$ cat config.mk
export PLATFORM = sky130hd
export DESIGN_NAME = tsb_top
export DESIGN_NICKNAME = d
export VERILOG_FILES = /design/src/rtl/tsb_pkg.sv /design/src/rtl/tsb_top.sv
export SDC_FILE = /design/constraint.sdc
export NUM_CORES = 1
export LEC_CHECK = 0
export BUFFER_PORTS_ARGS = -buffer_cell sky130_fd_sc_hd__buf_2
export CAP_MARGIN = 20
export CORE_MARGIN = 10
export CORE_UTILIZATION = 25
export DETAILED_ROUTE_END_ITERATION = 6
export PLACE_DENSITY = 0.44
export SLEW_MARGIN = 20
export SYNTH_ARGS = -nofsm -noshare
export SYNTH_HDL_FRONTEND = slang
export SYNTH_SLANG_ARGS = --single-unit
export TNS_END_PERCENT = 50
$ cat constraint.sdc
create_clock -name REF_CLK -period 10.3 [get_ports REF_CLK]
set_input_delay 2.06 -clock REF_CLK [delete_from_list [all_inputs] [get_ports REF_CLK]]
set_output_delay 2.06 -clock REF_CLK [all_outputs]
set_load 0.01 [all_outputs]
$ cat src/rtl/tsb_pkg.sv
// Shared constants, modes and carrier structs of the touch scan and buzzer block
package tsb_pkg;
  // ==========================================================================
  // Clocking and timing
  localparam int CLK_HZ       = 20_000_000;
  localparam int MEAS_TIME_US = 2000;                     // Sensing slot
  localparam int LED_TIME_US  = 2444;                     // LED drive slot, frame ~40 ms
  localparam int MEAS_CYC_DEF = MEAS_TIME_US * (CLK_HZ / 1_000_000);
  localparam int LED_CYC_DEF  = LED_TIME_US * (CLK_HZ / 1_000_000);
  localparam int MS_CYC_DEF   = CLK_HZ / 1000;            // One millisecond
  localparam int TONE_HZ_BASE = 1000;                     // Lowest buzzer tone
  localparam int TONE_HALF_DEF = CLK_HZ / (2 * TONE_HZ_BASE);
  localparam int PWM_HZ       = 2_000_000;
  localparam int PWM_DIV      = CLK_HZ / PWM_HZ;          // 10 cycles per PWM tick

  // ==========================================================================
  // Frame layout and limits
  localparam int           NUM_BTN      = 8;
  localparam logic [3:0]   PROX_SLOT    = 4'h8;           // Ninth slot: combined sensing
  localparam logic [4:0]   BUZZ_LEN_MIN = 5'h05;          // 5 ms
  localparam logic [4:0]   BUZZ_LEN_MAX = 5'h1e;          // 30 ms
  localparam logic [5:0]   PWM_LAST     = 6'h3f;

  // ==========================================================================
  // State encodings
  typedef enum logic [1:0] {SQ_MEAS = 2'b01, SQ_LED = 2'b10} tsb_seq_t;
  typedef enum logic [2:0] {BZ_IDLE = 3'b001, BZ_PH1 = 3'b010, BZ_PH2 = 3'b100} tsb_bz_t;

  // ==========================================================================
  // Configuration carriers
  typedef struct packed {
    logic [15:0] thresh;
    logic [15:0] hyst;
  } tsb_det_cfg_t;

  typedef struct packed {
    logic       en;
    logic       idle;
    logic [1:0] freq1;                                    // 0:1k 1:2k 2:4k 3:8k
    logic [1:0] freq2;
    logic [4:0] len1;                                     // Milliseconds
    logic [4:0] len2;
  } tsb_buzz_cfg_t;

  typedef struct packed {
    logic [7:0]      map;                                 // 0: first output, 1: second
    logic [7:0][5:0] level;
    logic [5:0]      idle1;
    logic [5:0]      idle2;
  } tsb_aoi_cfg_t;

  // ==========================================================================
  // Complete state of the top module
  typedef struct packed {
    tsb_seq_t        seq;
    logic [3:0]      slot;
    logic [19:0]     tmr;
    logic [3:0]      frame_idx;
    logic            sleep;
    logic            touched_seen;
    logic [7:0]      touched;
    logic            prox;
    logic            meas_req;
    logic [3:0]      meas_ch;
    logic            frame_done;
    tsb_bz_t         bz;
    logic [14:0]     ms_cnt;
    logic [4:0]      ms_left;
    logic [13:0]     tone_cnt;
    logic            tone;
    logic [3:0]      pwm_div;
    logic [5:0]      pwm_cnt;
    logic [1:0]      rep_valid;
    logic [1:0][2:0] rep_idx;
    logic            special_output_one;
    logic            special_output_two;
  } tsb_state_t;
endpackage : tsb_pkg

$ cat src/rtl/tsb_top.sv
// Scan sequencer, touch detection, mode control, buzzer and PWM level outputs
`timescale 1ns/1ps

// Behaviour
// - Level outputs are full-swing digital PWM whose duty sets the filtered voltage.
// - Two level outputs; each button maps to one, with its own level.
// - Buzzer on second output plays two phases, each 5 to 30 ms.
// - Buzzer tones of 1, 2, 4 or 8 kHz, chosen by configuration.
// - Configuration may be read and written any number of times.
// - Configuration comes each boot from host writes or from nonvolatile store.
// - Host writes may still overwrite stored settings, in part or whole.
// - Channels sensed round robin with an LED drive slot after each.
// - A frame is eight button slots followed by one proximity slot.
// - All nine slots always run, even when disabled or unsupported.
// - Skip frames drop sensing but keep LED timing; period grows accordingly.
// - Active mode scans every enabled sensor, about 40 ms period by default.
// - Sleep mode uses a longer period, about 200 ms; both configurable.
// - With sleep enabled, an idle frame moves Active to Sleep.
// - Any touch or proximity returns Sleep to Active.
// - Host may force the mode; the device then obeys it.
// - Proximity slot senses all sensors tied together in one cycle.
// - Touch at threshold plus hysteresis; release below threshold minus hysteresis.
// - Proximity uses the same two-state hysteresis detection.
// - Default buzz is two 5 ms phases at 1 kHz.
// - Buzzer sounds once per touch, never again while held.
// - Buzzer enable, idle level, frequencies and durations are configurable.
// - Level PWM has 6-bit resolution clocked at 2 MHz.
module tsb_top import tsb_pkg::*; #(
  parameter int MEAS_CYC      = MEAS_CYC_DEF,
  parameter int LED_CYC       = LED_CYC_DEF,
  parameter int MS_CYC        = MS_CYC_DEF,
  parameter int TONE_HALF_CYC = TONE_HALF_DEF
) (
  input  wire logic          REF_CLK,
  input  wire logic          RST,
  input  wire logic [7:0]    CH_EN,
  input  wire logic          PROX_EN,
  input  wire logic          SLEEP_EN,
  input  wire logic          FORCE_EN,
  input  wire logic          FORCE_SLEEP,
  input  wire logic [3:0]    ACT_SKIP,
  input  wire logic [3:0]    SLEEP_SKIP,
  input  wire tsb_det_cfg_t  DET_CFG,
  input  wire tsb_buzz_cfg_t BUZZ_CFG,
  input  wire tsb_aoi_cfg_t  AOI_CFG,
  input  wire logic          SENSE_VALID,
  input  wire logic [15:0]   SENSE_DATA,
  output logic               MEAS_REQ,
  output logic [3:0]         MEAS_CH,
  output logic               LED_PERIOD,
  output logic               FRAME_DONE,
  output logic               SLEEP_MODE,
  output logic [7:0]         BTN_TOUCHED,
  output logic               PROX_ON,
  output logic               SPECIAL_OUTPUT_ONE,
  output logic               SPECIAL_OUTPUT_TWO
);

  // ==========================================================================
  // State registers
  tsb_state_t s_reg;
  tsb_state_t s_next;
  // Combinational helpers
  logic [15:0] on_lvl;
  logic [15:0] off_lvl;
  logic        slot_end;
  logic        frame_end;
  logic [7:0]  new_touch;
  logic        activity;
  logic [3:0]  skip_n;
  logic [4:0]  len_sel;
  logic [1:0]  frq_sel;
  logic [13:0] half_cyc;
  logic [5:0]  duty;

  // Hysteresis bounds, release bound clamped at zero
  assign on_lvl  = DET_CFG.thresh + DET_CFG.hyst;
  assign off_lvl = (DET_CFG.thresh > DET_CFG.hyst) ? DET_CFG.thresh - DET_CFG.hyst : 16'h0000;

  // Live configuration ports are honoured every cycle, whatever loaded them
  assign skip_n = s_reg.sleep ? SLEEP_SKIP : ACT_SKIP;

  assign slot_end  = (s_reg.tmr == 20'(((s_reg.seq == SQ_MEAS) ? MEAS_CYC : LED_CYC) - 1));
  assign frame_end = slot_end && (s_reg.seq == SQ_LED) && (s_reg.slot == PROX_SLOT);

  // ==========================================================================
  // Next-state logic
  always_comb begin
    s_next      = s_reg;
    new_touch   = 8'h00;
    activity    = 1'b0;
    len_sel     = 5'h00;
    frq_sel     = 2'h0;
    half_cyc    = 14'h0000;
    duty        = 6'h00;
    s_next.meas_req   = 1'b0;
    s_next.frame_done = 1'b0;

    // Slot sequencer: sense slot then LED slot, nine pairs per frame
    s_next.tmr = slot_end ? 20'h00000 : s_reg.tmr + 20'h00001;
    if (slot_end) begin
      case (s_reg.seq)
        SQ_MEAS: s_next.seq = SQ_LED;
        SQ_LED: begin
          s_next.seq  = SQ_MEAS;
          s_next.slot = (s_reg.slot == PROX_SLOT) ? 4'h0 : s_reg.slot + 4'h1;
        end
        default: s_next.seq = SQ_MEAS;
      endcase
    end
    // Sense request at slot start, only in a measuring frame and enabled slot
    if (slot_end && s_reg.seq == SQ_LED && s_reg.frame_idx == 4'h0 && !frame_end) begin
      s_next.meas_req = (s_next.slot == PROX_SLOT) ? PROX_EN : CH_EN[s_next.slot[2:0]];
      s_next.meas_ch  = s_next.slot;
    end
    if (frame_end) begin
      s_next.frame_done = 1'b1;
      s_next.frame_idx  = (s_reg.frame_idx >= skip_n) ? 4'h0 : s_reg.frame_idx + 4'h1;
      s_next.meas_req   = (s_next.frame_idx == 4'h0) && CH_EN[0];
      s_next.meas_ch    = 4'h0;
    end

    // Touch and proximity detection with hysteresis
    if (SENSE_VALID && s_reg.seq == SQ_MEAS) begin
      if (s_reg.slot == PROX_SLOT) begin
        if (!s_reg.prox && SENSE_DATA >= on_lvl) s_next.prox = 1'b1;
        else if (s_reg.prox && SENSE_DATA < off_lvl) s_next.prox = 1'b0;
      end else begin
        if (!s_reg.touched[s_reg.slot[2:0]] && SENSE_DATA >= on_lvl)
          s_next.touched[s_reg.slot[2:0]] = 1'b1;
        else if (s_reg.touched[s_reg.slot[2:0]] && SENSE_DATA < off_lvl)
          s_next.touched[s_reg.slot[2:0]] = 1'b0;
      end
    end
    s_next.touched = s_next.touched & CH_EN;
    s_next.prox    = s_next.prox & PROX_EN;
    new_touch = s_next.touched & ~s_reg.touched;
    activity  = (|s_next.touched) || s_next.prox;

    // Operating mode
    s_next.touched_seen = activity || (!frame_end && s_reg.touched_seen);  // Activity wins over the clear
    if (FORCE_EN) begin
      if (frame_end) s_next.sleep = FORCE_SLEEP;
    end else if (s_reg.sleep && activity) begin
      s_next.sleep = 1'b0;
    end else if (frame_end && SLEEP_EN && !s_reg.touched_seen && !activity) begin
      s_next.sleep = 1'b1;
    end

    // Buzzer: two timed phases of square wave
    s_next.ms_cnt = (s_reg.ms_cnt == 15'(MS_CYC - 1)) ? 15'h0000 : s_reg.ms_cnt + 15'h0001;
    frq_sel  = (s_reg.bz == BZ_PH2) ? BUZZ_CFG.freq2 : BUZZ_CFG.freq1;
    half_cyc = 14'(TONE_HALF_CYC) >> frq_sel;
    case (s_reg.bz)
      BZ_IDLE: begin
        s_next.tone = BUZZ_CFG.idle;
        if (BUZZ_CFG.en && |new_touch) begin
          len_sel          = BUZZ_CFG.len1;
          s_next.bz        = BZ_PH1;
          s_next.ms_cnt    = 15'h0000;
          s_next.tone_cnt  = 14'h0000;
          s_next.tone      = ~BUZZ_CFG.idle;
          s_next.ms_left   = (len_sel < BUZZ_LEN_MIN) ? BUZZ_LEN_MIN :
                             (len_sel > BUZZ_LEN_MAX) ? BUZZ_LEN_MAX : len_sel;
        end
      end
      BZ_PH1, BZ_PH2: begin
        if (s_reg.tone_cnt >= half_cyc - 14'h0001) begin
          s_next.tone_cnt = 14'h0000;
          s_next.tone     = ~s_reg.tone;
        end else begin
          s_next.tone_cnt = s_reg.tone_cnt + 14'h0001;
        end
        if (s_reg.ms_cnt == 15'(MS_CYC - 1)) begin
          s_next.ms_left = s_reg.ms_left - 5'h01;
          if (s_reg.ms_left == 5'h01) begin
            if (s_reg.bz == BZ_PH1) begin
              len_sel         = BUZZ_CFG.len2;
              s_next.bz       = BZ_PH2;
              s_next.tone_cnt = 14'h0000;
              s_next.ms_left  = (len_sel < BUZZ_LEN_MIN) ? BUZZ_LEN_MIN :
                                (len_sel > BUZZ_LEN_MAX) ? BUZZ_LEN_MAX : len_sel;
            end else begin
              s_next.bz   = BZ_IDLE;
              s_next.tone = BUZZ_CFG.idle;
            end
          end
        end
        if (!BUZZ_CFG.en) begin
          s_next.bz   = BZ_IDLE;
          s_next.tone = BUZZ_CFG.idle;
        end
      end
      default: s_next.bz = BZ_IDLE;
    endcase

    // 6-bit PWM stepped at 2 MHz
    s_next.pwm_div = (s_reg.pwm_div == 4'(PWM_DIV - 1)) ? 4'h0 : s_reg.pwm_div + 4'h1;
    if (s_reg.pwm_div == 4'(PWM_DIV - 1)) s_next.pwm_cnt = s_reg.pwm_cnt + 6'h01;

    // Report one button per output: keep current while held, else lowest index
    for (int o = 0; o < 2; o++) begin
      if (!(s_reg.rep_valid[o] && s_reg.touched[s_reg.rep_idx[o]])) begin
        s_next.rep_valid[o] = 1'b0;
        for (int b = NUM_BTN - 1; b >= 0; b--) begin
          if (s_reg.touched[b] && (AOI_CFG.map[b] == o[0])) begin
            s_next.rep_valid[o] = 1'b1;
            s_next.rep_idx[o]   = 3'(b);
          end
        end
      end
    end

    // Registered PWM compare drives output one, and output two while the buzzer is disabled, rail to rail
    duty = s_reg.rep_valid[0] ? AOI_CFG.level[s_reg.rep_idx[0]] : AOI_CFG.idle1;
    s_next.special_output_one = (s_reg.pwm_cnt < duty);
    duty = s_reg.rep_valid[1] ? AOI_CFG.level[s_reg.rep_idx[1]] : AOI_CFG.idle2;
    s_next.special_output_two = BUZZ_CFG.en ? s_next.tone : (s_reg.pwm_cnt < duty);
  end

  // ==========================================================================
  // State register
  always_ff @(posedge REF_CLK or posedge RST) begin
    if (RST) begin
      s_reg     <= '0;
      s_reg.seq <= SQ_MEAS;
      s_reg.bz  <= BZ_IDLE;
    end else begin
      s_reg <= s_next;
    end
  end

  // Outputs straight from state flip-flops
  assign MEAS_REQ           = s_reg.meas_req;
  assign MEAS_CH            = s_reg.meas_ch;
  assign LED_PERIOD         = s_reg.seq[1];                        // One-hot LED bit
  assign FRAME_DONE         = s_reg.frame_done;
  assign SLEEP_MODE         = s_reg.sleep;
  assign BTN_TOUCHED        = s_reg.touched;
  assign PROX_ON            = s_reg.prox;
  assign SPECIAL_OUTPUT_ONE = s_reg.special_output_one;
  assign SPECIAL_OUTPUT_TWO = s_reg.special_output_two;
endmodule : tsb_top

======== Word level (Yosys, flattened, before mapping) ========
Cells that the tools add are included.
cells by class
  add/sub/neg operators ................... 12
  $lt $le $gt $ge ......................... 16
  equal/unequal tests ..................... 16
  shift-type cells ........................ 1
  muxes and demuxes ....................... 94
  bitwise operators ....................... 19
  reduce and logical (&&, ||, !) cells .... 58
operators by type and width
  kind                                                         count
  two-way mux 20 bit                                           3
  two-way mux 3 bit                                            20
  one-hot mux 20 bit (2 select lines)                          1
  two-way mux 38 bit                                           1
  binary-select mux 6 bit (select 3 bit)                       2
  logical AND 1 bit                                            35
  two-way mux 1 bit                                            33
  two-way mux 15 bit                                           2
  two-way mux 6 bit                                            5
  two-way mux 14 bit                                           2
  two-way mux 5 bit                                            5
  AND 8 bit                                                    3
  two-way mux 4 bit                                            6
  two-way mux 8 bit                                            3
  adder 20 x 1 -> 20 bit (second input constant)               1
  == test 20 bit                                               1
  two-way mux 19 bit                                           1
  subtractor 16 x 1 -> 17 bit (second input constant)          1
  adder 16 bit                                                 1
  greater-or-equal comparator 16 bit                           1
  > comparator 16 bit                                          1
  less-than comparator 16 bit                                  1
  less-than comparator 3 x 4 -> 1 bit (second input constant)  4
  two-way mux 16 bit                                           1
  44 further kinds                                             82
storage, ports and cells
  flip-flop bits (word level) ............. 105
  input bits .............................. 155
  output and inout bits ................... 19
  logic and storage cells ................. 240

======== Longest topological paths before layout ========
Gate-level depths: netlist of run 1.
  word-level depth ........................ 18
  mapped depth ............................ 24
  depth with buffers taken out ............ 23

======== Worst setup path before layout of run 1 ========
OpenSTA, ideal clock, no wires.
  kind .................................... input -> register
  start ................................... in DET_CFG[0] (netlist bit)
  end ..................................... reg s_reg, in the netlist SLEEP_MODE
  library setup time ...................... 0.120 ns
  data arrival time ....................... 5.924 ns
  data required time ...................... 10.180 ns
  setup slack ............................. 4.256 ns
  stages on the path ...................... 22
  buffers on the path ..................... 0
  path through ............................ ha_1 > fa_1 > nor2b_1 > o21ai_0 > nand2b_1 > a21o_1 > a221oi_1 > o41a_1 > a2111oi_0 > o21ai_0 > nand2b_1 > xor2_1 > ha_1 > and4_1 > o21ai_0 > a21oi_1 > nor2_1 > or4_1 > a21boi_0 > nor4_1 > and3_1 > o211a_1
RTL lines
  what                    line            RTL
  start: declaration      tsb_top.sv:43   input wire tsb_det_cfg_t DET_CFG,
  end signal: assignment  tsb_top.sv:229  s_reg <= s_next;
  end: declaration        tsb_top.sv:61   tsb_state_t s_reg;

======== Final worst setup path of run 1 ========
  start ................................... in DET_CFG[0] (netlist bit)
  end ..................................... reg s_reg[37] (netlist bit)
on the way
  longest elaborated chain between the ends .. 14
  elaborated cells between the ends (all ways) .. 18
  classes of those cells .................. add/sub (2); order compare (3); eq/ne (1); mux (5); bitwise (2); reduce/logical (5)
RTL lines
  what                                                      line            RTL
  subtractor 16 bit or > comparator 16 bit (tied branches)  tsb_top.sv:78   assign off_lvl = (DET_CFG.thresh > DET_CFG.hyst) ? DET_CFG.thresh - DET_CFG.hyst : 16'h0000;
  two-way mux 16 bit                                        tsb_top.sv:78
  less-than comparator 16 bit                               tsb_top.sv:131  else if (s_reg.touched[s_reg.slot[2:0]] && SENSE_DATA < off_lvl)
  logical AND 1 bit                                         tsb_top.sv:131
  two-way mux 8 bit                                         tsb_top.sv:131
  two-way mux 8 bit *                                       tsb_top.sv:129  if (!s_reg.touched[s_reg.slot[2:0]] && SENSE_DATA >= on_lvl)
  two-way mux 8 bit *                                       tsb_top.sv:125  if (s_reg.slot == PROX_SLOT) begin
  two-way mux 9 bit *                                       tsb_top.sv:124  if (SENSE_VALID && s_reg.seq == SQ_MEAS) begin
  AND 8 bit *                                               tsb_top.sv:135  s_next.touched = s_next.touched & CH_EN;
  AND 8 bit *                                               tsb_top.sv:137  new_touch = s_next.touched & ~s_reg.touched;
  OR reduction 8 bit *                                      tsb_top.sv:157  if (BUZZ_CFG.en && |new_touch) begin
  logical AND 1 bit *                                       tsb_top.sv:157
  inequality test 2 bit (no line) *                         -
  AND reduction 3 bit (no line) *                           -
Every way passes the cells marked *; elsewhere a longest branch is shown, timed or not.
A chain may end at the register's enable or synchronous reset.

==> results.py, run 1 <==
metrics = {
    "global_routing": {
        "grt_pass1_vias": 8451,
        "gr-total-overflow": 0,
        "grt_pass1_wl_um": 46600,
        "grtUsageTotal": 0.123,
        "antenna_found_initial": 5,
        "grt_max_degree": 58,
    },
    "placed_design": {
        "pre_cts_ws_ns": 3.00,
        "place_inst": 1738,
        "port_buffers": 173,
        "post-dp-hpwl_um": 23700,
        "place.gp.congestion": 0.806,
        "placed_area_sq_mm": 0.0108,
    },
    "synth": {
        "syn_area_sq_mm": 0.00960,
        "yosys_most_used_dff": "dfrtp_1",
        "synth-seq-cells": 105,
        "synth.distinct_cells": 81,
        "synth.yosys.seq_area_share": 0.274,
        "syn_avg_cell_area_sq_um": 8.69,
        "synthArstFlopShare": 1.00,
        "syn_nets": 1365,
        "synth_edf_count": 0,
        "yosysWarnings": 0,
        "synth_cells": 1104,
    },
    "timing": {
        "setup_ws_ns": 3.39,
        "post-route-period-util": 0.671,
        "slew_viol_final": 0,
        "rsz0062_at_grt": "no",
        "finalSetupTns_ns": 0,
        "slew_headroom": 0.373,
        "fmax_ghz": 0.145,
        "tightest_slew_ns": 0.936,
        "period_needed_ns": 6.91,
        "fin_skew_ns": 0.00870,
        "hold_viol_final": 0,
        "finalSetupViolCount": 0,
    },
    "worst_setup_path": {
        "critPathArrivalTime_ns": 7.20,
        "r2r-start": "s_reg[56]",
        "rr_worst_depth": 16,
        "crit_path_start": "DET_CFG[0]",
        "critPathLaunchType": "input port",
        "reg2reg_slack_ns": 5.62,
        "reg2reg_to": "s_reg[30]",
        "crit_end": "s_reg[37]",
        "cp.required_ns": 10.60,
        "setup.worst_path.class": "input port to flop",
        "cp-end-kind": "flop",
        "worstPathMaxFanout": 15,
    },
    "routing": {
        "wirelength_um": 29300,
        "drc": 0,
        "wl_per_cell_um": 16.7,
        "via_count": 8382,
        "drt_first_iter_violations": 455,
        "drt-pass1-iter-count": 4,
        "postRouteAntennaNets": 0,
        "via_per_inst": 4.77,
    },
    "worst_hold_path": {
        "holdCritPathClass": "flop to flop",
    },
    "clock_tree": {
        "ctsLongestPathBuffers": 2,
        "postCtsSetupBuffers": 0,
        "cts_sinks": 105,
        "htree_levels": 3,
        "root_buffer": "clkbuf_16",
        "ctsResizeCount": 0,
        "numCtsBuffers": 9,
        "clock_latency_ns": 0.36,
        "tritoncts": "built",
        "cts_hold_buf": 0,
        "clk_pin_slew_ns": 0.07,
    },
    "final_layout": {
        "syn_to_final_growth_pct": 16.4,
        "largest_reg_flops": 86,
        "finalNonFillerCells": 1756,
        "design_area_sq_mm": 0.0112,
        "nNetsFinal": 1499,
        "drive_above_1_share": 0.196,
    },
    "power_and_ir_drop": {
        "power_mw": 1.06,
        "ir_worst_vdd_uv": 87.9,
        "p_per_area_mw_per_mm2": 94.6,
        "leakagePower_nw": 5.17,
    },
    "floorplan": {
        "die_x_um": 216,
        "die_y_um": 216,
        "start_util": 0.254,
        "die_area_sq_mm": 0.0466,
        "ios": 174,
        "std_cell_rows": 71,
        "core_sq_mm": 0.0378,
    },
    "run": {
        "maxCapViolCount": 0,
    },
    "status": {
        "status": "completed",
    },
}
-- critical path: stages --
cell,delay [ns]
buf_2,0.11
ha_1,0.22
fa_1,0.39
nor2b_1,0.14
o21ai_0,0.15
nand2b_1,0.11
a21o_1,0.21
a221oi_1,0.37
o41a_1,0.21
a2111oi_0,0.13
o21ai_0,0.18
nand2b_1,0.08
xor2_1,0.14
ha_1,0.30
a21o_1,0.16
a21oi_1,0.14
inv_1,0.06
o21a_1,0.33
and4_1,0.41
nor2_1,0.78
o21bai_1,0.32
nand2_1,0.10
nand3_1,0.08
-- cells by family after synthesis --
kind of cell / synth area share
compound gates: 0.170
simple gates: 0.196
flops: 0.274
buf+inv: 0.0557
mux: 0.102
xor+xnor: 0.0630
fa+ha+maj: 0.140
-- power breakdown --
part	internal, mW	switching (mW)	total, mW
Combinational	0.109	0.140	0.250
Sequential	0.413	0.00455	0.418
Clock	0.221	0.168	0.389
-- placed cells by master (no fill, tap or decap), drive strengths merged, types with 6 or more instances in the layout --
cell type  count
a21o          12
mux2          12
clkbuf        10
mux2i         18
dfrtp        103
nor3          25
a21oi         74
inv           71
xor2          32
and3          20
o31ai         12
nand4         19
a211oi         8
a22oi          6
nand2        118
o21ai         76
mux4          29
a31oi         13
buf          174
nand3         43
ha           104
nand2b        19
nor2          95
and2           6
o21bai         6
nor2b         15
and4           6
xnor2         37
-- layout make-up --
type	count	area [sq um]
clock inverters	5	86.3
inverters	69	262
flip-flops and latches	105	2630
fillers	4040	26600
multi-input cells	879	6430
diodes	3	7.51
clock buffers	10	239
repair buffers	174	873
well taps	511	639
-- per-stage QoR --
stage	utilization	hold slack, ns
final	0.296	0.478
after global routing	0.296	0.502
after CTS	0.296	0.480
after detailed placement	0.287	0.464
after global placement	0.287	0.455
after floorplan	-	0.436
-- layer usage --
metal  GRT usage  wire length, um
met5           0               12
met3      0.0270             1190
met4      0.0303              483
met1       0.159            13500
met2       0.206            14100
-- worst min-delay path by stage --
stage                     depth (start not counted)        from  slack (ns)          to
after floorplan                                   1   s_reg[57]        0.44   s_reg[56]
after global placement                            2  MEAS_CH[1]        0.46  MEAS_CH[1]
after detailed placement                          2  MEAS_CH[2]        0.46  MEAS_CH[2]
after CTS                                         1   s_reg[57]        0.48   s_reg[56]
after global routing                              1   s_reg[98]        0.50   s_reg[98]
final                                             2  MEAS_CH[2]        0.48  MEAS_CH[2]
-- Yosys cell counts (20+ instances only) --
master      n  area share
a21oi_1    72       0.038
and3_1     20       0.013
clkbuf_1   21      0.0082
dfrtp_1   103        0.27
ha_1      104        0.14
inv_1      69       0.027
mux4_2     28       0.066
nand2_1   117       0.046
nand3_1    43       0.022
nor2_1     94       0.037
nor3_1     25       0.013
o21ai_0    70       0.037
xnor2_1    37       0.034
xor2_1     32       0.029
No activity file was read; power rests on OpenSTA's default activity.
==> run 2, diff against run 1 <==
Settings changed: PLACE_DENSITY 0.44 to 0.46.
Clock period 10.3 ns to 5.9 ns, I/O delays scaled along.
==> results.py, run 2 (synthesized netlist as in run 1, its figures left out) <==
metrics = {
    "timing": {
        "slew_headroom": 0.361,
        "finalSetupTns_ns": 0,
        "slew_viol_final": 0,
        "tightest_slew_ns": 0.959,
        "hold_viol_final": 0,
        "fmax_ghz": 0.185,
        "holdWs_ns": 0.476,
        "fin_skew_ns": 0.00895,
        "period_needed_ns": 5.41,
        "rsz0062_at_grt": "no",
        "finalSetupViolCount": 0,
        "post-route-period-util": 0.916,
    },
    "worst_setup_path": {
        "cp.required_ns": 6.16,
        "critPathArrivalTime_ns": 5.66,
        "worstPathMaxFanout": 3,
        "setup.worst_path.class": "input port to flop",
        "rr_worst_depth": 17,
        "cp-end-kind": "flop",
        "critPathLaunchType": "input port",
    },
    "floorplan": {
        "std_cell_rows": 71,
        "core_sq_mm": 0.0378,
        "ios": 174,
        "die_y_um": 216,
        "die_x_um": 216,
        "die_area_sq_mm": 0.0466,
        "start_util": 0.254,
    },
    "clock_tree": {
        "ctsLongestPathBuffers": 2,
        "clk_pin_slew_ns": 0.07,
        "htree_levels": 3,
        "tritoncts": "built",
        "clock_latency_ns": 0.37,
        "cts_hold_buf": 0,
        "root_buffer": "clkbuf_16",
        "numCtsBuffers": 9,
        "cts_sinks": 105,
    },
    "final_layout": {
        "design_area_sq_mm": 0.0113,
        "drive_above_1_share": 0.209,
        "nNetsFinal": 1517,
        "final_common_cell": "buf_2",
        "largest_reg_flops": 86,
        "syn_to_final_growth_pct": 17.5,
        "layout_common_cells": "buf_2, nand2_1, ha_1, dfrtp_1, nor2_1",
        "final_util": 0.299,
    },
    "placed_design": {
        "place.gp.congestion": 0.826,
        "port_buffers": 173,
        "placed_area_sq_mm": 0.0110,
        "post-dp-hpwl_um": 23300,
    },
    "status": {
        "status": "completed",
    },
    "global_routing": {
        "gr-total-overflow": 0,
        "grt_pass1_vias": 8638,
        "grt_max_degree": 73,
        "grt_pass1_wl_um": 46900,
        "antenna_found_initial": 8,
        "grtUsageTotal": 0.123,
    },
    "worst_hold_path": {
        "holdPathStages": 2,
        "holdCritPathClass": "flop to flop",
    },
    "power_and_ir_drop": {
        "pwr-share-comb": 0.254,
        "pwr-share-clk": 0.336,
        "power_frac_seq": 0.411,
        "leakagePower_nw": 5.24,
        "p_sw_frac": 0.313,
        "p_per_area_mw_per_mm2": 158,
        "switchingPower_uw": 555,
        "p_int_mw": 1.22,
        "ir_worst_vdd_uv": 142,
    },
    "routing": {
        "drc": 0,
        "via_per_inst": 4.76,
        "drt_first_iter_violations": 434,
        "wl_per_cell_um": 16.1,
        "drt-pass1-iter-count": 7,
        "postRouteAntennaNets": 0,
        "via_count": 8459,
        "wirelength_um": 28700,
    },
    "run": {
        "maxCapViolCount": 0,
    },
}
## run 2: changes by cell type in the layout (fill, tap and decap cells not counted), sizes merged
cell and delta:
diode +3, bufinv -2, clkinv +2, clkinvlp +1, buf +18
## run 2: cell type report
| type | instances | area [sq um] |
|---|---|---|
| fill | 4027 | 26500 |
| multi-input combinational | 879 | 6440 |
| sequential | 105 | 2630 |
| timing repair buffer | 192 | 1010 |
| tap | 511 | 639 |
| inverter | 69 | 262 |
| clock buffer | 10 | 229 |
| clock inverter | 6 | 52.6 |
| antenna | 6 | 15.0 |
## run 2: worst paths after layout
path / startpoint / endpoint / slack [ns]
max reg2reg: s_reg[56] / s_reg[33] / 1.61
min reg2reg: MEAS_CH[1] / MEAS_CH[1] / 0.48
max: DET_CFG[1] / SLEEP_MODE / 0.49
max in group asynchronous: RST / s_reg[55] / 3.89
min in group asynchronous: RST / s_reg[43] / 1.01
min: MEAS_CH[1] / MEAS_CH[1] / 0.48
## run 2: through the flow
step	power [mW]	instances	worst slack, ns
after CTS	1.81	1772	0.254
final	1.78	1778	0.494
after detailed placement	1.20	1756	-0.122
after global placement	1.20	1756	0.0579
after floorplan	1.03	1104	0.736
after global routing	1.90	1774	0.0320
## run 2: worst max-delay path: stages
cell and delay (ns):
buf_2 0.12, inv_1 0.08, ha_1 0.32, nand2b_1 0.15, a21oi_1 0.19, o21ai_0 0.17, a2111o_1 0.44, a31oi_1 0.27
a21oi_1 0.13, o21bai_1 0.21, a21oi_1 0.10, o21bai_1 0.15, xor2_1 0.09, ha_1 0.29, and4_1 0.19, o21ai_0 0.08
a21oi_1 0.20, nor2_1 0.07, or4_1 0.50, a21boi_1 0.22, nor4_1 0.10, and3_1 0.21, o211a_1 0.20
## run 2: what timing repair did
| item | 4_1_cts | 5_1_grt |
|---|---|---|
| endpoints found under the hold margin | 0 | 0 |
| endpoints found under the setup margin | 0 | 2 |
| gates resized for setup | 0 | 2 |
| buffers inserted | 0 | 0 |
## run 2: power by group through the flow
stage	Combinational, mW	Sequential, mW	Clock (mW)
after CTS	0.457	0.730	0.623
after floorplan	0.293	0.737	0
final	0.451	0.730	0.596
after detailed placement	0.454	0.744	0
after global placement	0.453	0.745	0
after global routing	0.516	0.731	0.653
## run 2: metal layers
metal | track usage | vias to the layer above | share of wire
met4 | 0.0303 | 4 | 0.015
met5 | 0 | - | 0.00087
met2 | 0.205 | 154 | 0.49
met1 | 0.157 | 3999 | 0.45
met3 | 0.0285 | 25 | 0.050
li1 | - | 4277 | -
